===== src/hw/nspc_pkg.sv =====
// nspc_pkg: constants and types for the burst/pseudorandom output clock controller
// How it works
// pulse width writes ignored after phase step
// divider sync re-opens pulse width control
// two function bits per divider output
// function bits pick normal, burst or random
// software never sets both function bits
// random mode: new level per divider cycle
// ten distinct 17th order random generators
// maximal 17-bit shift registers, distinct seeds
// trigger from register bit or pin
// burst settings shared across a channel
// software keeps burst divide ratio >= 8
// clock segment: six bits, divider periods
// gap segment: eight bits, divider periods
// clock zero is none, gap zero is one
// bit six picks single or periodic
// single burst: edge, pulses, gap, low
// periodic: repeat while trigger high
// trigger low: stall after current pulse
// trigger high again: resume where stalled
// primaries via modulation stage, secondaries direct
// method bit picks direct or retimed trigger
// retimed after three slowest divider edges
package nspc_pkg;
   localparam int NUM_DIV = 10;
   localparam int CH0_DIVS = 6;
   localparam int NUM_PRI = 5;
   localparam int LFSR_W = 17;
   localparam int RETIME_EDGES = 3;
   // register indices; byte address is four times the index
   localparam logic [13:0] IDX_CH0_GAP = 14'h10d2;
   localparam logic [13:0] IDX_CH0_CTL = 14'h10d3;
   localparam logic [13:0] IDX_CH0_FSEL_LO = 14'h10d4;
   localparam logic [13:0] IDX_CH0_FSEL_HI = 14'h10d5;
   localparam logic [13:0] IDX_CH0_METHOD = 14'h10d6;
   localparam logic [13:0] IDX_CH1_GAP = 14'h14d2;
   localparam logic [13:0] IDX_CH1_CTL = 14'h14d3;
   localparam logic [13:0] IDX_CH1_FSEL = 14'h14d4;
   localparam logic [13:0] IDX_CH1_METHOD = 14'h14d6;
   localparam logic [13:0] IDX_CH0_TRIG = 14'h2101;
   localparam logic [13:0] IDX_CH1_TRIG = 14'h2201;
   localparam logic [13:0] IDX_PW_SEL = 14'h2300;
   localparam logic [13:0] IDX_PW_LOCK = 14'h2301;
   localparam logic [13:0] IDX_PIN_EN = 14'h2302;
   // field positions
   localparam int CTL_PERIODIC_BIT = 6;
   localparam int METHOD_RETIME_BIT = 0;
   localparam int TRIG_BIT = 0;
   // reset values
   localparam logic [7:0] RST_BYTE = 8'h00;
   localparam logic [16:0] LFSR_SEED_BASE = 17'h0_0001;
   localparam logic [16:0] LFSR_SEED_STEP = 17'h0_1357;
   typedef enum logic [3:0] {
      NS_IDLE = 4'b0001,
      NS_CLK = 4'b0010,
      NS_GAP = 4'b0100,
      NS_STALL = 4'b1000
   } nspc_nshot_e;
   typedef struct packed {
      logic periodic;
      logic retimed;
      logic [5:0] clkseg;
      logic [7:0] gap;
   } nspc_chcfg_s;
endpackage


===== src/hw/nspc_top.sv =====
// nspc_top: per-divider output function controller with avalon register slave
//
// Decided for this implementation: the Avalon-MM register port.
`timescale 1ns/100ps
`default_nettype none
module nspc_top #(
   parameter int RETIME_EDGES = nspc_pkg::RETIME_EDGES
)(
   input wire logic mclk_i, // 40 MHz system clock
   input wire logic rstn_i, // async reset, active low
   input wire logic [15:0] avs_address_i, // byte address
   input wire logic avs_read_i, // read request
   input wire logic avs_write_i, // write request
   input wire logic [31:0] avs_writedata_i, // write data
   input wire logic [3:0] avs_byteenable_i, // byte lanes
   output logic [31:0] avs_readdata_o, // read data
   output logic avs_waitrequest_o, // stall
   input wire logic [9:0] div_i, // raw divider outputs
   input wire logic [4:0] mod_i, // modulated primary outputs
   input wire logic [4:0] mod_en_i, // modulation enabled per primary
   input wire logic status_control_pin_i, // external trigger pin
   input wire logic [2:0] ch0_slowest_i, // ch0 divider with largest phase offset
   input wire logic [1:0] ch1_slowest_i, // ch1 divider with largest phase offset
   input wire logic [9:0] phase_step_i, // subsequent phase offset executed
   input wire logic [9:0] div_sync_i, // divider synchronization
   output logic [9:0] pw_sel_o, // pulse width mode per divider
   output logic [9:0] clk_o // controller outputs
);
   localparam int N = nspc_pkg::NUM_DIV;
   localparam int NC = nspc_pkg::CH0_DIVS;

   // reset release through two flops
   logic rst_s1, rst_n;
   always_ff @(posedge mclk_i or negedge rstn_i) begin
      if (!rstn_i) begin
         rst_s1 <= 1'b0;
         rst_n <= 1'b0;
      end else begin
         rst_s1 <= 1'b1;
         rst_n <= rst_s1;
      end
   end

   // primary source select
   logic [N-1:0] dv_raw;
   always_comb begin
      dv_raw = div_i;
      for (int k = 0; k < nspc_pkg::NUM_PRI; k++) begin
         if (mod_en_i[k]) begin
            dv_raw[2*k] = mod_i[k];
         end
      end
   end

   // three flop synchronisers; level moves only when stages two and three agree
   logic [N-1:0] dv_s1, dv_s2, dv_s3, dv_lvl, dv_lvl_n, dv_rise;
   logic pin_s1, pin_s2, pin_s3, pin_lvl;
   assign dv_lvl_n = (dv_s2 & dv_s3) | (dv_lvl & (dv_s2 | dv_s3));
   assign dv_rise = dv_s2 & dv_s3 & ~dv_lvl;
   always_ff @(posedge mclk_i or negedge rst_n) begin
      if (!rst_n) begin
         dv_s1 <= '0;
         dv_s2 <= '0;
         dv_s3 <= '0;
         dv_lvl <= '0;
         pin_s1 <= 1'b0;
         pin_s2 <= 1'b0;
         pin_s3 <= 1'b0;
         pin_lvl <= 1'b0;
      end else begin
         dv_s1 <= dv_raw;
         dv_s2 <= dv_s1;
         dv_s3 <= dv_s2;
         dv_lvl <= dv_lvl_n;
         pin_s1 <= status_control_pin_i;
         pin_s2 <= pin_s1;
         pin_s3 <= pin_s2;
         pin_lvl <= (pin_s2 & pin_s3) | (pin_lvl & (pin_s2 | pin_s3));
      end
   end

   // bus handshake: one wait cycle, then the access completes
   logic ack_reg;
   logic req, wr_en;
   logic [13:0] widx;
   logic [7:0] wbyte;
   assign req = avs_read_i | avs_write_i;
   assign avs_waitrequest_o = req & ~ack_reg;
   assign wr_en = avs_write_i & ack_reg & avs_byteenable_i[0];
   assign widx = avs_address_i[15:2];
   assign wbyte = avs_writedata_i[7:0];
   always_ff @(posedge mclk_i or negedge rst_n) begin
      if (!rst_n) begin
         ack_reg <= 1'b0;
      end else begin
         ack_reg <= req & ~ack_reg;
      end
   end

   // configuration registers
   logic [7:0] gap_reg [2];
   logic [7:0] ctl_reg [2];
   logic [7:0] trig_reg [2];
   logic [1:0] meth_reg, pin_en_reg;
   logic [7:0] fsel0lo_reg, fsel0hi_reg, fsel1_reg;
   always_ff @(posedge mclk_i or negedge rst_n) begin
      if (!rst_n) begin
         gap_reg[0] <= nspc_pkg::RST_BYTE;
         gap_reg[1] <= nspc_pkg::RST_BYTE;
         ctl_reg[0] <= nspc_pkg::RST_BYTE;
         ctl_reg[1] <= nspc_pkg::RST_BYTE;
         trig_reg[0] <= nspc_pkg::RST_BYTE;
         trig_reg[1] <= nspc_pkg::RST_BYTE;
         fsel0lo_reg <= nspc_pkg::RST_BYTE;
         fsel0hi_reg <= nspc_pkg::RST_BYTE;
         fsel1_reg <= nspc_pkg::RST_BYTE;
         meth_reg <= 2'h0;
         pin_en_reg <= 2'h0;
      end else if (wr_en) begin
         case (widx)
            // gap count byte
            nspc_pkg::IDX_CH0_GAP: gap_reg[0] <= wbyte;
            nspc_pkg::IDX_CH1_GAP: gap_reg[1] <= wbyte;
            // clock count and mode
            nspc_pkg::IDX_CH0_CTL: ctl_reg[0] <= wbyte;
            nspc_pkg::IDX_CH1_CTL: ctl_reg[1] <= wbyte;
            // function bit pairs
            nspc_pkg::IDX_CH0_FSEL_LO: fsel0lo_reg <= wbyte;
            nspc_pkg::IDX_CH0_FSEL_HI: fsel0hi_reg <= wbyte;
            nspc_pkg::IDX_CH1_FSEL: fsel1_reg <= wbyte;
            nspc_pkg::IDX_CH0_TRIG: trig_reg[0] <= wbyte;
            nspc_pkg::IDX_CH1_TRIG: trig_reg[1] <= wbyte;
            nspc_pkg::IDX_CH0_METHOD: meth_reg[0] <= wbyte[nspc_pkg::METHOD_RETIME_BIT];
            nspc_pkg::IDX_CH1_METHOD: meth_reg[1] <= wbyte[nspc_pkg::METHOD_RETIME_BIT];
            nspc_pkg::IDX_PIN_EN: pin_en_reg <= wbyte[1:0];
            default: ;
         endcase
      end
   end

   // pulse width lock; a phase step in the same cycle as a sync still locks
   logic [N-1:0] lock_reg, pw_reg;
   always_ff @(posedge mclk_i or negedge rst_n) begin
      if (!rst_n) begin
         lock_reg <= '0;
      end else begin
         // sync clears lock
         lock_reg <= (lock_reg & ~div_sync_i) | phase_step_i;
      end
   end

   // writes to a locked divider's bit are dropped silently
   always_ff @(posedge mclk_i or negedge rst_n) begin
      if (!rst_n) begin
         pw_reg <= '0;
      end else if (wr_en && widx == nspc_pkg::IDX_PW_SEL) begin
         for (int i = 0; i < N; i++) begin
            // locked bits ignored
            if (!(lock_reg[i] | phase_step_i[i])) begin
               pw_reg[i] <= avs_writedata_i[i];
            end
         end
      end
   end
   assign pw_sel_o = pw_reg;

   // read mux, captured in the wait cycle so data stand when waitrequest drops
   logic [31:0] rd_mux, rdata_reg;
   always_comb begin
      rd_mux = 32'h0000_0000;
      case (widx)
         nspc_pkg::IDX_CH0_GAP: rd_mux[7:0] = gap_reg[0];
         nspc_pkg::IDX_CH1_GAP: rd_mux[7:0] = gap_reg[1];
         nspc_pkg::IDX_CH0_CTL: rd_mux[7:0] = ctl_reg[0];
         nspc_pkg::IDX_CH1_CTL: rd_mux[7:0] = ctl_reg[1];
         nspc_pkg::IDX_CH0_FSEL_LO: rd_mux[7:0] = fsel0lo_reg;
         nspc_pkg::IDX_CH0_FSEL_HI: rd_mux[7:0] = fsel0hi_reg;
         nspc_pkg::IDX_CH1_FSEL: rd_mux[7:0] = fsel1_reg;
         nspc_pkg::IDX_CH0_TRIG: rd_mux[7:0] = trig_reg[0];
         nspc_pkg::IDX_CH1_TRIG: rd_mux[7:0] = trig_reg[1];
         nspc_pkg::IDX_CH0_METHOD: rd_mux[0] = meth_reg[0];
         nspc_pkg::IDX_CH1_METHOD: rd_mux[0] = meth_reg[1];
         nspc_pkg::IDX_PW_SEL: rd_mux[N-1:0] = pw_reg;
         nspc_pkg::IDX_PW_LOCK: rd_mux[N-1:0] = lock_reg;
         nspc_pkg::IDX_PIN_EN: rd_mux[1:0] = pin_en_reg;
         default: rd_mux = 32'h0000_0000;
      endcase
   end
   always_ff @(posedge mclk_i or negedge rst_n) begin
      if (!rst_n) begin
         rdata_reg <= 32'h0000_0000;
      end else if (avs_read_i & ~ack_reg) begin
         rdata_reg <= rd_mux;
      end
   end
   assign avs_readdata_o = rdata_reg;

   // one shared setting set per channel
   nspc_pkg::nspc_chcfg_s cfg [2];
   always_comb begin
      for (int c = 0; c < 2; c++) begin
         // mode bit
         cfg[c].periodic = ctl_reg[c][nspc_pkg::CTL_PERIODIC_BIT];
         cfg[c].retimed = meth_reg[c];
         cfg[c].clkseg = ctl_reg[c][5:0];
         cfg[c].gap = gap_reg[c];
      end
   end
   logic [19:0] fsel;
   assign fsel = {fsel1_reg, fsel0hi_reg[3:0], fsel0lo_reg};

   // register bit or pin
   logic [1:0] trig_lvl, slow_rise, eff, eff_d, evt;
   always_comb begin
      for (int c = 0; c < 2; c++) begin
         trig_lvl[c] = trig_reg[c][nspc_pkg::TRIG_BIT] | (pin_en_reg[c] & pin_lvl);
      end
      slow_rise[0] = (ch0_slowest_i > 3'd5) ? dv_rise[0] : dv_rise[ch0_slowest_i];
      slow_rise[1] = dv_rise[4'(NC) + {2'b00, ch1_slowest_i}];
   end

   // retiming: armed after the set number of slowest-divider edges
   logic [1:0] armed_reg;
   logic [1:0] rt_cnt [2];
   always_ff @(posedge mclk_i or negedge rst_n) begin
      if (!rst_n) begin
         armed_reg <= 2'h0;
         rt_cnt[0] <= 2'h0;
         rt_cnt[1] <= 2'h0;
         eff_d <= 2'h0;
      end else begin
         eff_d <= eff;
         for (int c = 0; c < 2; c++) begin
            if (!trig_lvl[c]) begin
               armed_reg[c] <= 1'b0;
               rt_cnt[c] <= 2'h0;
            end else if (!armed_reg[c] && slow_rise[c]) begin
               // third slowest edge
               if (rt_cnt[c] == 2'(RETIME_EDGES - 1)) begin
                  armed_reg[c] <= 1'b1;
               end else begin
                  rt_cnt[c] <= rt_cnt[c] + 2'd1;
               end
            end
         end
      end
   end
   // direct or retimed
   assign eff = ({meth_reg[1], meth_reg[0]} & armed_reg & trig_lvl) | (~meth_reg & trig_lvl);
   assign evt = eff & ~eff_d;

   // per-divider state
   nspc_pkg::nspc_nshot_e st_reg [N];
   nspc_pkg::nspc_nshot_e st_next [N];
   logic [7:0] cnt_reg [N];
   logic [7:0] cnt_next [N];
   logic [16:0] lfsr_reg [N];
   logic [16:0] lfsr_next [N];
   logic [N-1:0] pend_reg, pend_next, out_next, clk_reg;

   // burst sequencer, random generators and output select
   always_comb begin
      int c;
      logic ns_en, pr_en, per, trig, start;
      logic [8:0] nseg, gseg, cnt1;
      c = 0;
      ns_en = 1'b0;
      pr_en = 1'b0;
      per = 1'b0;
      trig = 1'b0;
      start = 1'b0;
      nseg = 9'h000;
      gseg = 9'h000;
      cnt1 = 9'h000;
      for (int i = 0; i < N; i++) begin
         c = (i >= NC) ? 1 : 0;
         ns_en = fsel[2*i] & ~fsel[2*i+1];
         pr_en = fsel[2*i+1] & ~fsel[2*i];
         per = cfg[c].periodic;
         trig = eff[c];
         start = per ? trig : pend_reg[i];
         nseg = {3'b000, cfg[c].clkseg};
         // gap zero gives one
         gseg = (cfg[c].gap == 8'h00) ? 9'h001 : {1'b0, cfg[c].gap};
         cnt1 = {1'b0, cnt_reg[i]} + 9'h001;
         st_next[i] = st_reg[i];
         cnt_next[i] = cnt_reg[i];
         // a trigger edge is held until a divider rising edge in NS_IDLE takes it
         pend_next[i] = ns_en & ~per & (evt[c] | (pend_reg[i] & ~(dv_rise[i] & st_reg[i] == nspc_pkg::NS_IDLE)));
         if (!ns_en) begin
            st_next[i] = nspc_pkg::NS_IDLE;
            cnt_next[i] = 8'h00;
         end else if (dv_rise[i]) begin
            case (st_reg[i])
               // start on trigger
               nspc_pkg::NS_IDLE: begin
                  if (start) begin
                     cnt_next[i] = 8'h00;
                     st_next[i] = (nseg == 9'h000) ? nspc_pkg::NS_GAP : nspc_pkg::NS_CLK;
                  end
               end
               // resume stalled pattern
               nspc_pkg::NS_STALL: begin
                  if (!per) begin
                     st_next[i] = nspc_pkg::NS_IDLE;
                  end else if (trig) begin
                     st_next[i] = (nseg == 9'h000) ? nspc_pkg::NS_GAP : nspc_pkg::NS_CLK;
                  end
               end
               // count clock pulses
               nspc_pkg::NS_CLK: begin
                  if (cnt1 >= nseg) begin
                     st_next[i] = nspc_pkg::NS_GAP;
                     cnt_next[i] = 8'h00;
                  end else begin
                     cnt_next[i] = cnt1[7:0];
                     // stall after pulse
                     if (per & ~trig) begin
                        st_next[i] = nspc_pkg::NS_STALL;
                     end
                  end
               end
               // count gap periods
               nspc_pkg::NS_GAP: begin
                  if (cnt1 >= gseg) begin
                     cnt_next[i] = 8'h00;
                     // repeat while high
                     if (per & trig) begin
                        st_next[i] = (nseg == 9'h000) ? nspc_pkg::NS_GAP : nspc_pkg::NS_CLK;
                     end else begin
                        st_next[i] = per ? nspc_pkg::NS_STALL : nspc_pkg::NS_IDLE;
                     end
                  end else begin
                     cnt_next[i] = cnt1[7:0];
                  end
               end
               default: st_next[i] = nspc_pkg::NS_IDLE;
            endcase
         end
         // shift once per divider cycle
         lfsr_next[i] = lfsr_reg[i];
         if (dv_rise[i]) begin
            // x^17 + x^14 + 1
            lfsr_next[i] = {lfsr_reg[i][15:0], lfsr_reg[i][16] ^ lfsr_reg[i][13]};
         end
         // output function select; both bits set gives a quiet low output
         if (ns_en) begin
            out_next[i] = (st_next[i] == nspc_pkg::NS_CLK) & dv_lvl_n[i];
         end else if (pr_en) begin
            out_next[i] = lfsr_next[i][0];
         end else begin
            out_next[i] = ~fsel[2*i] & dv_lvl_n[i];
         end
      end
   end

   // ten generators, distinct seeds
   always_ff @(posedge mclk_i or negedge rst_n) begin
      if (!rst_n) begin
         for (int i = 0; i < N; i++) begin
            st_reg[i] <= nspc_pkg::NS_IDLE;
            cnt_reg[i] <= 8'h00;
            lfsr_reg[i] <= nspc_pkg::LFSR_SEED_BASE + 17'(i) * nspc_pkg::LFSR_SEED_STEP;
         end
         pend_reg <= '0;
         clk_reg <= '0;
      end else begin
         for (int i = 0; i < N; i++) begin
            st_reg[i] <= st_next[i];
            cnt_reg[i] <= cnt_next[i];
            lfsr_reg[i] <= lfsr_next[i];
         end
         pend_reg <= pend_next;
         clk_reg <= out_next;
      end
   end
   assign clk_o = clk_reg;

endmodule // nspc_top
`default_nettype wire


===== config.mk =====
export PLATFORM = sky130hd
export DESIGN_NAME = nspc_top
export DESIGN_NICKNAME = d
export VERILOG_FILES = /design/src/hw/nspc_pkg.sv /design/src/hw/nspc_top.sv
export SDC_FILE = /design/constraint.sdc
export NUM_CORES = 1
export LEC_CHECK = 0
export ABC_AREA = 1
export BUFFER_PORTS_ARGS = -buffer_cell sky130_fd_sc_hd__clkbuf_2
export CAP_MARGIN = 20
export CORE_UTILIZATION = 62
export CTS_CLUSTER_DIAMETER = 120
export DETAILED_ROUTE_END_ITERATION = 6
export HOLD_SLACK_MARGIN = 0.12
export PLACE_DENSITY = 0.81
export SETUP_SLACK_MARGIN = 0.02
export SYNTH_ARGS = -nofsm -noshare
export SYNTH_HDL_FRONTEND = slang
export SYNTH_SLANG_ARGS = --single-unit

===== constraint.sdc =====
create_clock -name mclk_i -period 18.6 [get_ports mclk_i]
set_clock_uncertainty 0.05 [all_clocks]
set_input_delay 0.93 -clock mclk_i [delete_from_list [all_inputs] [get_ports mclk_i]]
set_output_delay 0.93 -clock mclk_i [all_outputs]
set_load 0.02 [all_outputs]

# After elaboration in Yosys (flattened, before gate mapping)
# Index checks and enable logic that the tools add are counted.
# Widths: inputs -> output; s select.
op_classes:
  add_sub_neg: 13
  magnitude_cmp: 23
  n_eq_ne: 102
  muxes: 224
  n_bitwise: 188
  n_reduce_logical: 45
op_table:
  columns: ["operator", "count"]
  rows:
  - ["$mux 8", 52]
  - ["$mux 4", 84]
  - ["$pmux 8 s3", 10]
  - ["$pmux 4 s4", 10]
  - ["$eq 14x13->1 const B", 9]
  - ["$and 1x1->1", 92]
  - ["$add 8x1->9 const B", 10]
  - ["$ge 9x6->1", 10]
  - ["$eq 4x2->1 const B", 20]
  - ["$ge 9x9->1", 8]
  - ["$eq 14x14->1 const B", 5]
  - ["$pmux 6 s11", 1]
  - ["$mux 1", 54]
  - ["$reduce_and 2->1", 26]
  - ["$not 1->1", 45]
  - ["$and 10x10->10", 4]
  - ["$eq 4x1->1 const B", 10]
  - ["$eq 4x3->1 const B", 10]
  - ["$eq 4x4->1 const B", 10]
  - ["$ne 4x1->1 const B", 10]
  - ["$ne 3x3->1 const B", 10]
  - ["$or 10x10->10", 3]
  - ["$reduce_and 3->1", 10]
  - ["$or 1x1->1", 25]
  - ["25 further kinds", 67]
word_totals:
  ff_bits: 471
  output_inout_bits: 53
  word_cells: 677

# Depth between registers and ports, before layout
# Gate-level depths: netlist of run 1.
logic_depth:
  depth_word: 14
  mapped_depth: 25
  mapped_depth_nobuf: 24

# Least setup slack after synthesis of run 1
# Ideal clock, no wire load.
synth_timing:
  path_kind: "flip-flop to flip-flop"
  from: "reg gap_reg, in the netlist cfg[18]"
  to: "reg cnt_reg[32] (netlist name)"
  arrival_ns: 2.842
  t_required_ns: 18.467
  setup_slack_ns: 15.625
  stages_incl_launch_ff: 19
  synth_period_minus_slack_ns: 2.975
  cell_sequence: "dfrtp_1 buf_2 o41ai_1 ha_1 inv_1 nand2_1 a21oi_1 nand2_1 nand2_1 nand2_1 nand2_1 nand2_1 nand2_1 nand2_1 nand2_1 nand2_2 o31ai_1 nand3_2 o21ai_0"
synth_via:
  elab_chain_len: 7
synth_rtl:
  columns: ["item", "line_no", "rtl"]
  rows:
  - ["start, declared", "nspc_top.sv:101", "logic [7:0] gap_reg [2];"]
  - ["$logic_not 8->1", "nspc_top.sv:284", "gseg = (cfg[c].gap == 8'h00) ? 9'h001 : {1'b0, cfg[c].gap};"]
  - ["$mux 8 (*)", "nspc_top.sv:284", null]
  - ["$ge 9x8->1 (*)", "nspc_top.sv:325", "if (cnt1 >= gseg) begin"]
  - ["$mux 8 (*)", "nspc_top.sv:325", null]
  - ["$pmux 8 s3 (*)", "nspc_top.sv:294", "case (st_reg[i])"]
  - ["$mux 8 (*)", "nspc_top.sv:293", "end else if (dv_rise[i]) begin"]
  - ["$mux 8 (*)", "nspc_top.sv:290", "if (!ns_en) begin"]
  - ["end signal, assigned by index", "nspc_top.sv:370", "cnt_reg[i] <= cnt_next[i];"]
  - ["end, declared", "nspc_top.sv:255", "logic [7:0] cnt_reg [N];"]
# Every way passes the cells marked *; elsewhere a longest branch is shown, timed or not. The select of a mux whose other input is x is not followed.
# A chain may end at the register's enable or synchronous reset.

==> flow_summary.ini, run 1 <==
[synth]
yosysWarnings = 0
synthSimpleGateAreaFrac = 0.260
ys_seq_elements = 471
ys_seq_area_frac = 0.458
ys_async_sr_fraction = 1.00
synthAdderAreaFrac = 0.0641
synth.distinct_cells = 65
synth-edff-count = 0
synth_top_family_by_area = simple AND/OR/NAND/NOR gates
synth_ff_type = dfrtp_1
synth_mux_area_frac = 0.00256
synth_compound_area_frac = 0.115
synth_xor_area_frac = 0.0154
synth_area_per_cell_um2 = 7.80
synth_area_um2 = 25900
syn-instance-count = 3325

[placement]
place_congestion = 0.924
portBuffers = 105
placed_area_um2 = 26900
dpl.hpwl_um = 45600

[clock_tree]
cts.clk_slew.worst_paths_ns = 0.06
tritoncts = yes
clock-root-buffer = clkbuf_16
cts_buffers = 50
post_cts_buffers = 0
clkSinkCount = 471
clockBufferDepth = 3
htreeDepth = 2
clock_latency_ns = 0.60

[status]
status = complete, but fails checks
violations = design-rule violations

[final_layout]
fin_util = 0.697
drive_above_1_share = 0.104
area_growth_pct = 10.3
largest_reg_flops = 170
n_antenna_cell = 0
design_area_um2 = 28600
final.fill_count = 3250
final_nets = 3670

[pwr]
seqPwrFrac = 0.484
p_comb_frac = 0.044
powerDensity_nw_per_um2 = 75.6
power.internal_mw = 1.66
vdd_ir_drop_max_mv = 0.0819
p_leak_nw = 14.6
totalPowerFinal_mw = 2.16
clockPowerShare = 0.472
sw_frac_of_total = 0.231
netSwitchingPower_mw = 0.499

[floorplanning]
die_height_um = 207
initial_utilization = 0.632
row_count = 74
pin_count = 155
die_w_um = 207
core_area_um2 = 41000
dieArea_um2 = 42600

[setup_path]
ff2ff_setup_slack_ns = 14.28
path_max_fanout = 78
cp-start-kind = flop
path_cells = buf_4 > buf_4 > buf_4 > buf_4
criticalPathCategory = flop to async pin
crit_start = rst_n
cp_top_family = buffers and inverters
critPathRequiredTime_ns = 19.19
cp_common_cell = buf_4
cp_slowest_cell = dfrtp_4
reg2reg_from = rst_n
crit_arrival_ns = 4.91
end_kind = async pin
critPathMaxStageDelay_ns = 0.97
critical_path_buf_inv_count = 4

[job]
maxCapViolations = 0

[min_path]
min_from = dv_s1[5]
hp-class = flop to flop

[global_routing]
grt_max_degree = 80
overflow = 0
grt_pass1_vias = 22100
antenna_found_initial = 0
grtUsageTotal = 0.311
grt_pass1_wl_um = 106000

[detailed_routing]
avgRoutedWirePerCell_um = 16.0
wirelength_um = 64300
drtIter0Drc = 2089
viasPerCell = 5.68
final_antenna_net_count = 0
drc = 4
dr.pass1.iters = 7
vias = 22800

[sta]
max_freq_mhz = 232
setup_viol = 0
hold_viol = 0
maxSlewHeadroom = 0.288
slew_violations = 0
tns_ns = 0
rsz0062_at_grt = false
tightest_slew_ns = 1.06
period_share = 0.232
min_period_ns = 4.32
## worst paths after layout
path                           endpoint  depth (start not counted)
max reg2reg                fsel1_reg[5]                          4
min reg2reg                    dv_s2[5]                          0
max                        fsel1_reg[5]                          4
min in group asynchronous  lfsr_reg[74]                          0
min                            dv_s2[5]                          0
max in group mclk_i         cnt_reg[32]                         19
## power groups by stage
stage / sequential, mW / clock, mW / combinational, mW
2_1_floorplan: 1.08 / 0 / 0.0499
3_3_place_gp: 1.06 / 0 / 0.0932
3_5_place_dp: 1.07 / 0 / 0.0956
4_1_cts: 1.05 / 1.03 / 0.0965
5_1_grt: 1.05 / 1.07 / 0.107
6_report: 1.05 / 1.02 / 0.0955
## cell usage after synthesis (23+ instances only)
library cell / count / area, µm²
a21oi_1: 129 / 646
buf_4: 23 / 173
clkbuf_1: 45 / 169
dfrtp_1: 395 / 9880
dfstp_2: 76 / 2000
ha_1: 132 / 1650
inv_1: 461 / 1730
nand2_1: 1067 / 4010
nand3_1: 176 / 881
nand4_1: 33 / 206
nor2_1: 195 / 732
nor3_1: 52 / 260
o21ai_0: 181 / 906
o22ai_1: 72 / 450
xor2_1: 38 / 333
## cell type report
class                      instances  area [µm²]  share of cell area
clock inverter                    19         250             0.00875
sequential                       471       11900               0.416
clock buffer                      73        1430              0.0499
timing repair buffer             122         656              0.0229
tap                              532         666              0.0233
inverter                         475        1780              0.0623
multi-input combinational       2316       11900               0.417
## stage by stage
step           setup slack (ns)  cells  hold WS [ns]
3_3_place_gp              14.20   3915         0.284
5_1_grt                   13.53   4008         0.301
2_1_floorplan              4.58   3346         0.281
6_report                  14.28   4008         0.297
3_5_place_dp              14.10   3915         0.285
4_1_cts                   14.10   4008         0.298
## cells by family (layout without fill, tap and decap cells)
kind of cell | Yosys count | after routing
AND/OR/NAND/NOR | 1602 | 1602
adder cells (fa/ha/maj) | 133 | 133
flip-flops | 471 | 471
multiplexers | 6 | 6
XOR/XNOR | 43 | 43
AO/OA/AOI/OAI | 509 | 509
buffers and inverters | 559 | 689
other | 2 | 23
## worst reg2reg max path, stage by stage (launching register included)
cell and delay, ns:
dfrtp_4 0.97, buf_4 0.92, buf_4 0.73, buf_4 0.85, buf_4 0.83
## repair_timing
item	4_1_cts	5_1_grt
gates resized for setup	0	0
hold buffers	1	0
hold endpoints to repair	2	0
## layout by cell type (no fill, tap or decap), drive strengths merged, types with 41 or more instances in the layout
cell type	count
a21oi	129
clkbuf	178
dfrtp	395
dfstp	76
ha	132
inv	474
nand2	1079
nand3	190
nor2	213
nor3	59
o21ai	210
o22ai	73
xor2	41
## layer usage
layer  global-route usage  up-vias  routed length, µm
li1                     -    10900                  -
met2                0.501      892              29700
met5                    0        -                  0
met1                0.417    10800              27500
met3               0.0544      172               4910
met4                0.124        0               2180
Power figures use the tool's default switching activity.
==> run 2: changes to the inputs <==
==> constraint.sdc (replaced) <==
create_clock -name mclk_i -period 4 [get_ports mclk_i]
set_clock_uncertainty 0.05 [all_clocks]
set_input_delay 0.2 -clock mclk_i [delete_from_list [all_inputs] [get_ports mclk_i]]
set_output_delay 0.2 -clock mclk_i [all_outputs]
set_load 0.02 [all_outputs]
==> flow_summary.ini, run 2 (synthesized netlist as in run 1, its figures left out) <==
[detailed_routing]
dr.pass1.iters = 7
vias = 23500
drc = 3
avgRoutedWirePerCell_um = 16.7
drtIter0Drc = 2197
final_antenna_net_count = 0
wirelength_um = 68500
viasPerCell = 5.74

[clock_tree]
clockBufferDepth = 3
clock-root-buffer = clkbuf_16
cts.clk_slew.worst_paths_ns = 0.06
cts_resized = 0
cts_buffers = 49
htreeDepth = 2
clkSinkCount = 471
tritoncts = yes
clock_latency_ns = 0.60

[sta]
tns_ns = 0
maxSlewHeadroom = 0.322
tightest_slew_ns = 0.992
min_period_ns = 3.51
setup_viol = 0
period_share = 0.878
hold_viol = 0
slew_violations = 0
setup_slack_ns = 0.489
max_freq_mhz = 285
rsz0062_at_grt = false

[final_layout]
largest_reg_flops = 170
area_growth_pct = 13.9
layout_commonest_cell = nand2_1
final_cell_count_no_fill = 4097
n_antenna_cell = 0
drive_above_1_share = 0.106
final_nets = 3760
layout_common_cells = nand2_1 (1067), inv_1 (461), dfrtp_1 (394)

[status]
violations = design-rule violations
status = complete, but fails checks

[global_routing]
antenna_found_initial = 0
grt_max_degree = 98
grt_pass1_wl_um = 113000
grtUsageTotal = 0.330
overflow = 0
grt_pass1_vias = 23000

[setup_path]
crit_arrival_ns = 3.92
criticalPathCategory = input pin to flop
ff2ff_setup_slack_ns = 0.71
end_kind = flop
crit_start = avs_address_i[13]
reg2reg_to = cnt_reg[33]
r2r_cells = 20
critPathRequiredTime_ns = 4.41
reg2reg_from = cfg[21]
cp-start-kind = input pin
path_max_fanout = 10

[placement]
place_congestion = 0.959
dpl.hpwl_um = 46000
place_ws_ns = 0.756
dp_cells = 3931
portBuffers = 105

[floorplanning]
dieArea_um2 = 42600
die_w_um = 207
row_count = 74
pin_count = 155
core_area_um2 = 41000
die_height_um = 207
initial_utilization = 0.632

[min_path]
hp-class = input pin to flop
min_path_cells = 6
min_from = avs_address_i[15]
hold_end = meth_reg[0]

[pwr]
totalPowerFinal_mw = 10.2
vdd_ir_drop_max_mv = 0.348
powerDensity_nw_per_um2 = 344
p_leak_nw = 15.0

[job]
maxCapViolations = 0
## run 2: metrics by stage
stage | area, µm² | util | hold WS [ns]
floorplan | 26000 | - | -0.146
global placement | 27100 | 0.660 | -0.0622
detailed placement | 27100 | 0.660 | -0.0603
CTS | 29500 | 0.720 | 0.121
global route | 29500 | 0.720 | 0.209
finish | 29500 | 0.720 | 0.170
## run 2: critical path, cell delays in order
cell           delay (ns)
dlygate4sd3_1        0.53
clkbuf_2             0.13
nor2_1               0.14
nand2_1              0.13
nor3_1               0.51
nand3_1              0.17
nor2_2               0.47
nand2_1              0.22
nor2_1               0.19
dlygate4sd3_1        0.58
a21oi_1              0.05
dlygate4sd3_1        0.60
## run 2: layout make-up
cell class / instances / area [µm²]
multi-input cells: 2316 / 11900
repair buffers: 213 / 1590
clock inverters: 20 / 248
well taps: 532 / 666
fillers: 3101 / 11500
inverters: 475 / 1780
clock buffers: 70 / 1430
flip-flops and latches: 471 / 11900
## run 2: power by group
part / switching, mW / internal (mW) / total, mW
combinational: 0.361 / 0.158 / 0.519
clock: 1.96 / 2.81 / 4.77
sequential: 0.0441 / 4.83 / 4.87
total: 2.37 / 7.80 / 10.2
## run 2: how the worst max path moves through the flow
stage	endpoint	slack, ns	depth (start not counted)
after floorplan	ack_reg	-0.61	0
after global placement	cnt_reg[33]	0.83	20
after detailed placement	cnt_reg[33]	0.76	20
after CTS	cnt_reg[32]	0.75	20
after global routing	pw_sel_o[8]	0.38	12
final	pw_sel_o[8]	0.49	12
## run 2: what timing repair did
| item | 4_1_cts | 5_1_grt |
|---|---|---|
| setup endpoints to repair | 0 | 0 |
| hold buffers | 76 | 0 |
| endpoints found under the hold margin | 114 | 0 |
| setup buffers | 0 | 0 |
## run 2: per-layer routing
metal	routed length (µm)	vias to the layer above	track usage
met5	0	-	0
met4	2960	0	0.154
met3	5500	236	0.0541
met2	32000	1035	0.534
met1	28100	11100	0.435
li1	-	11100	-
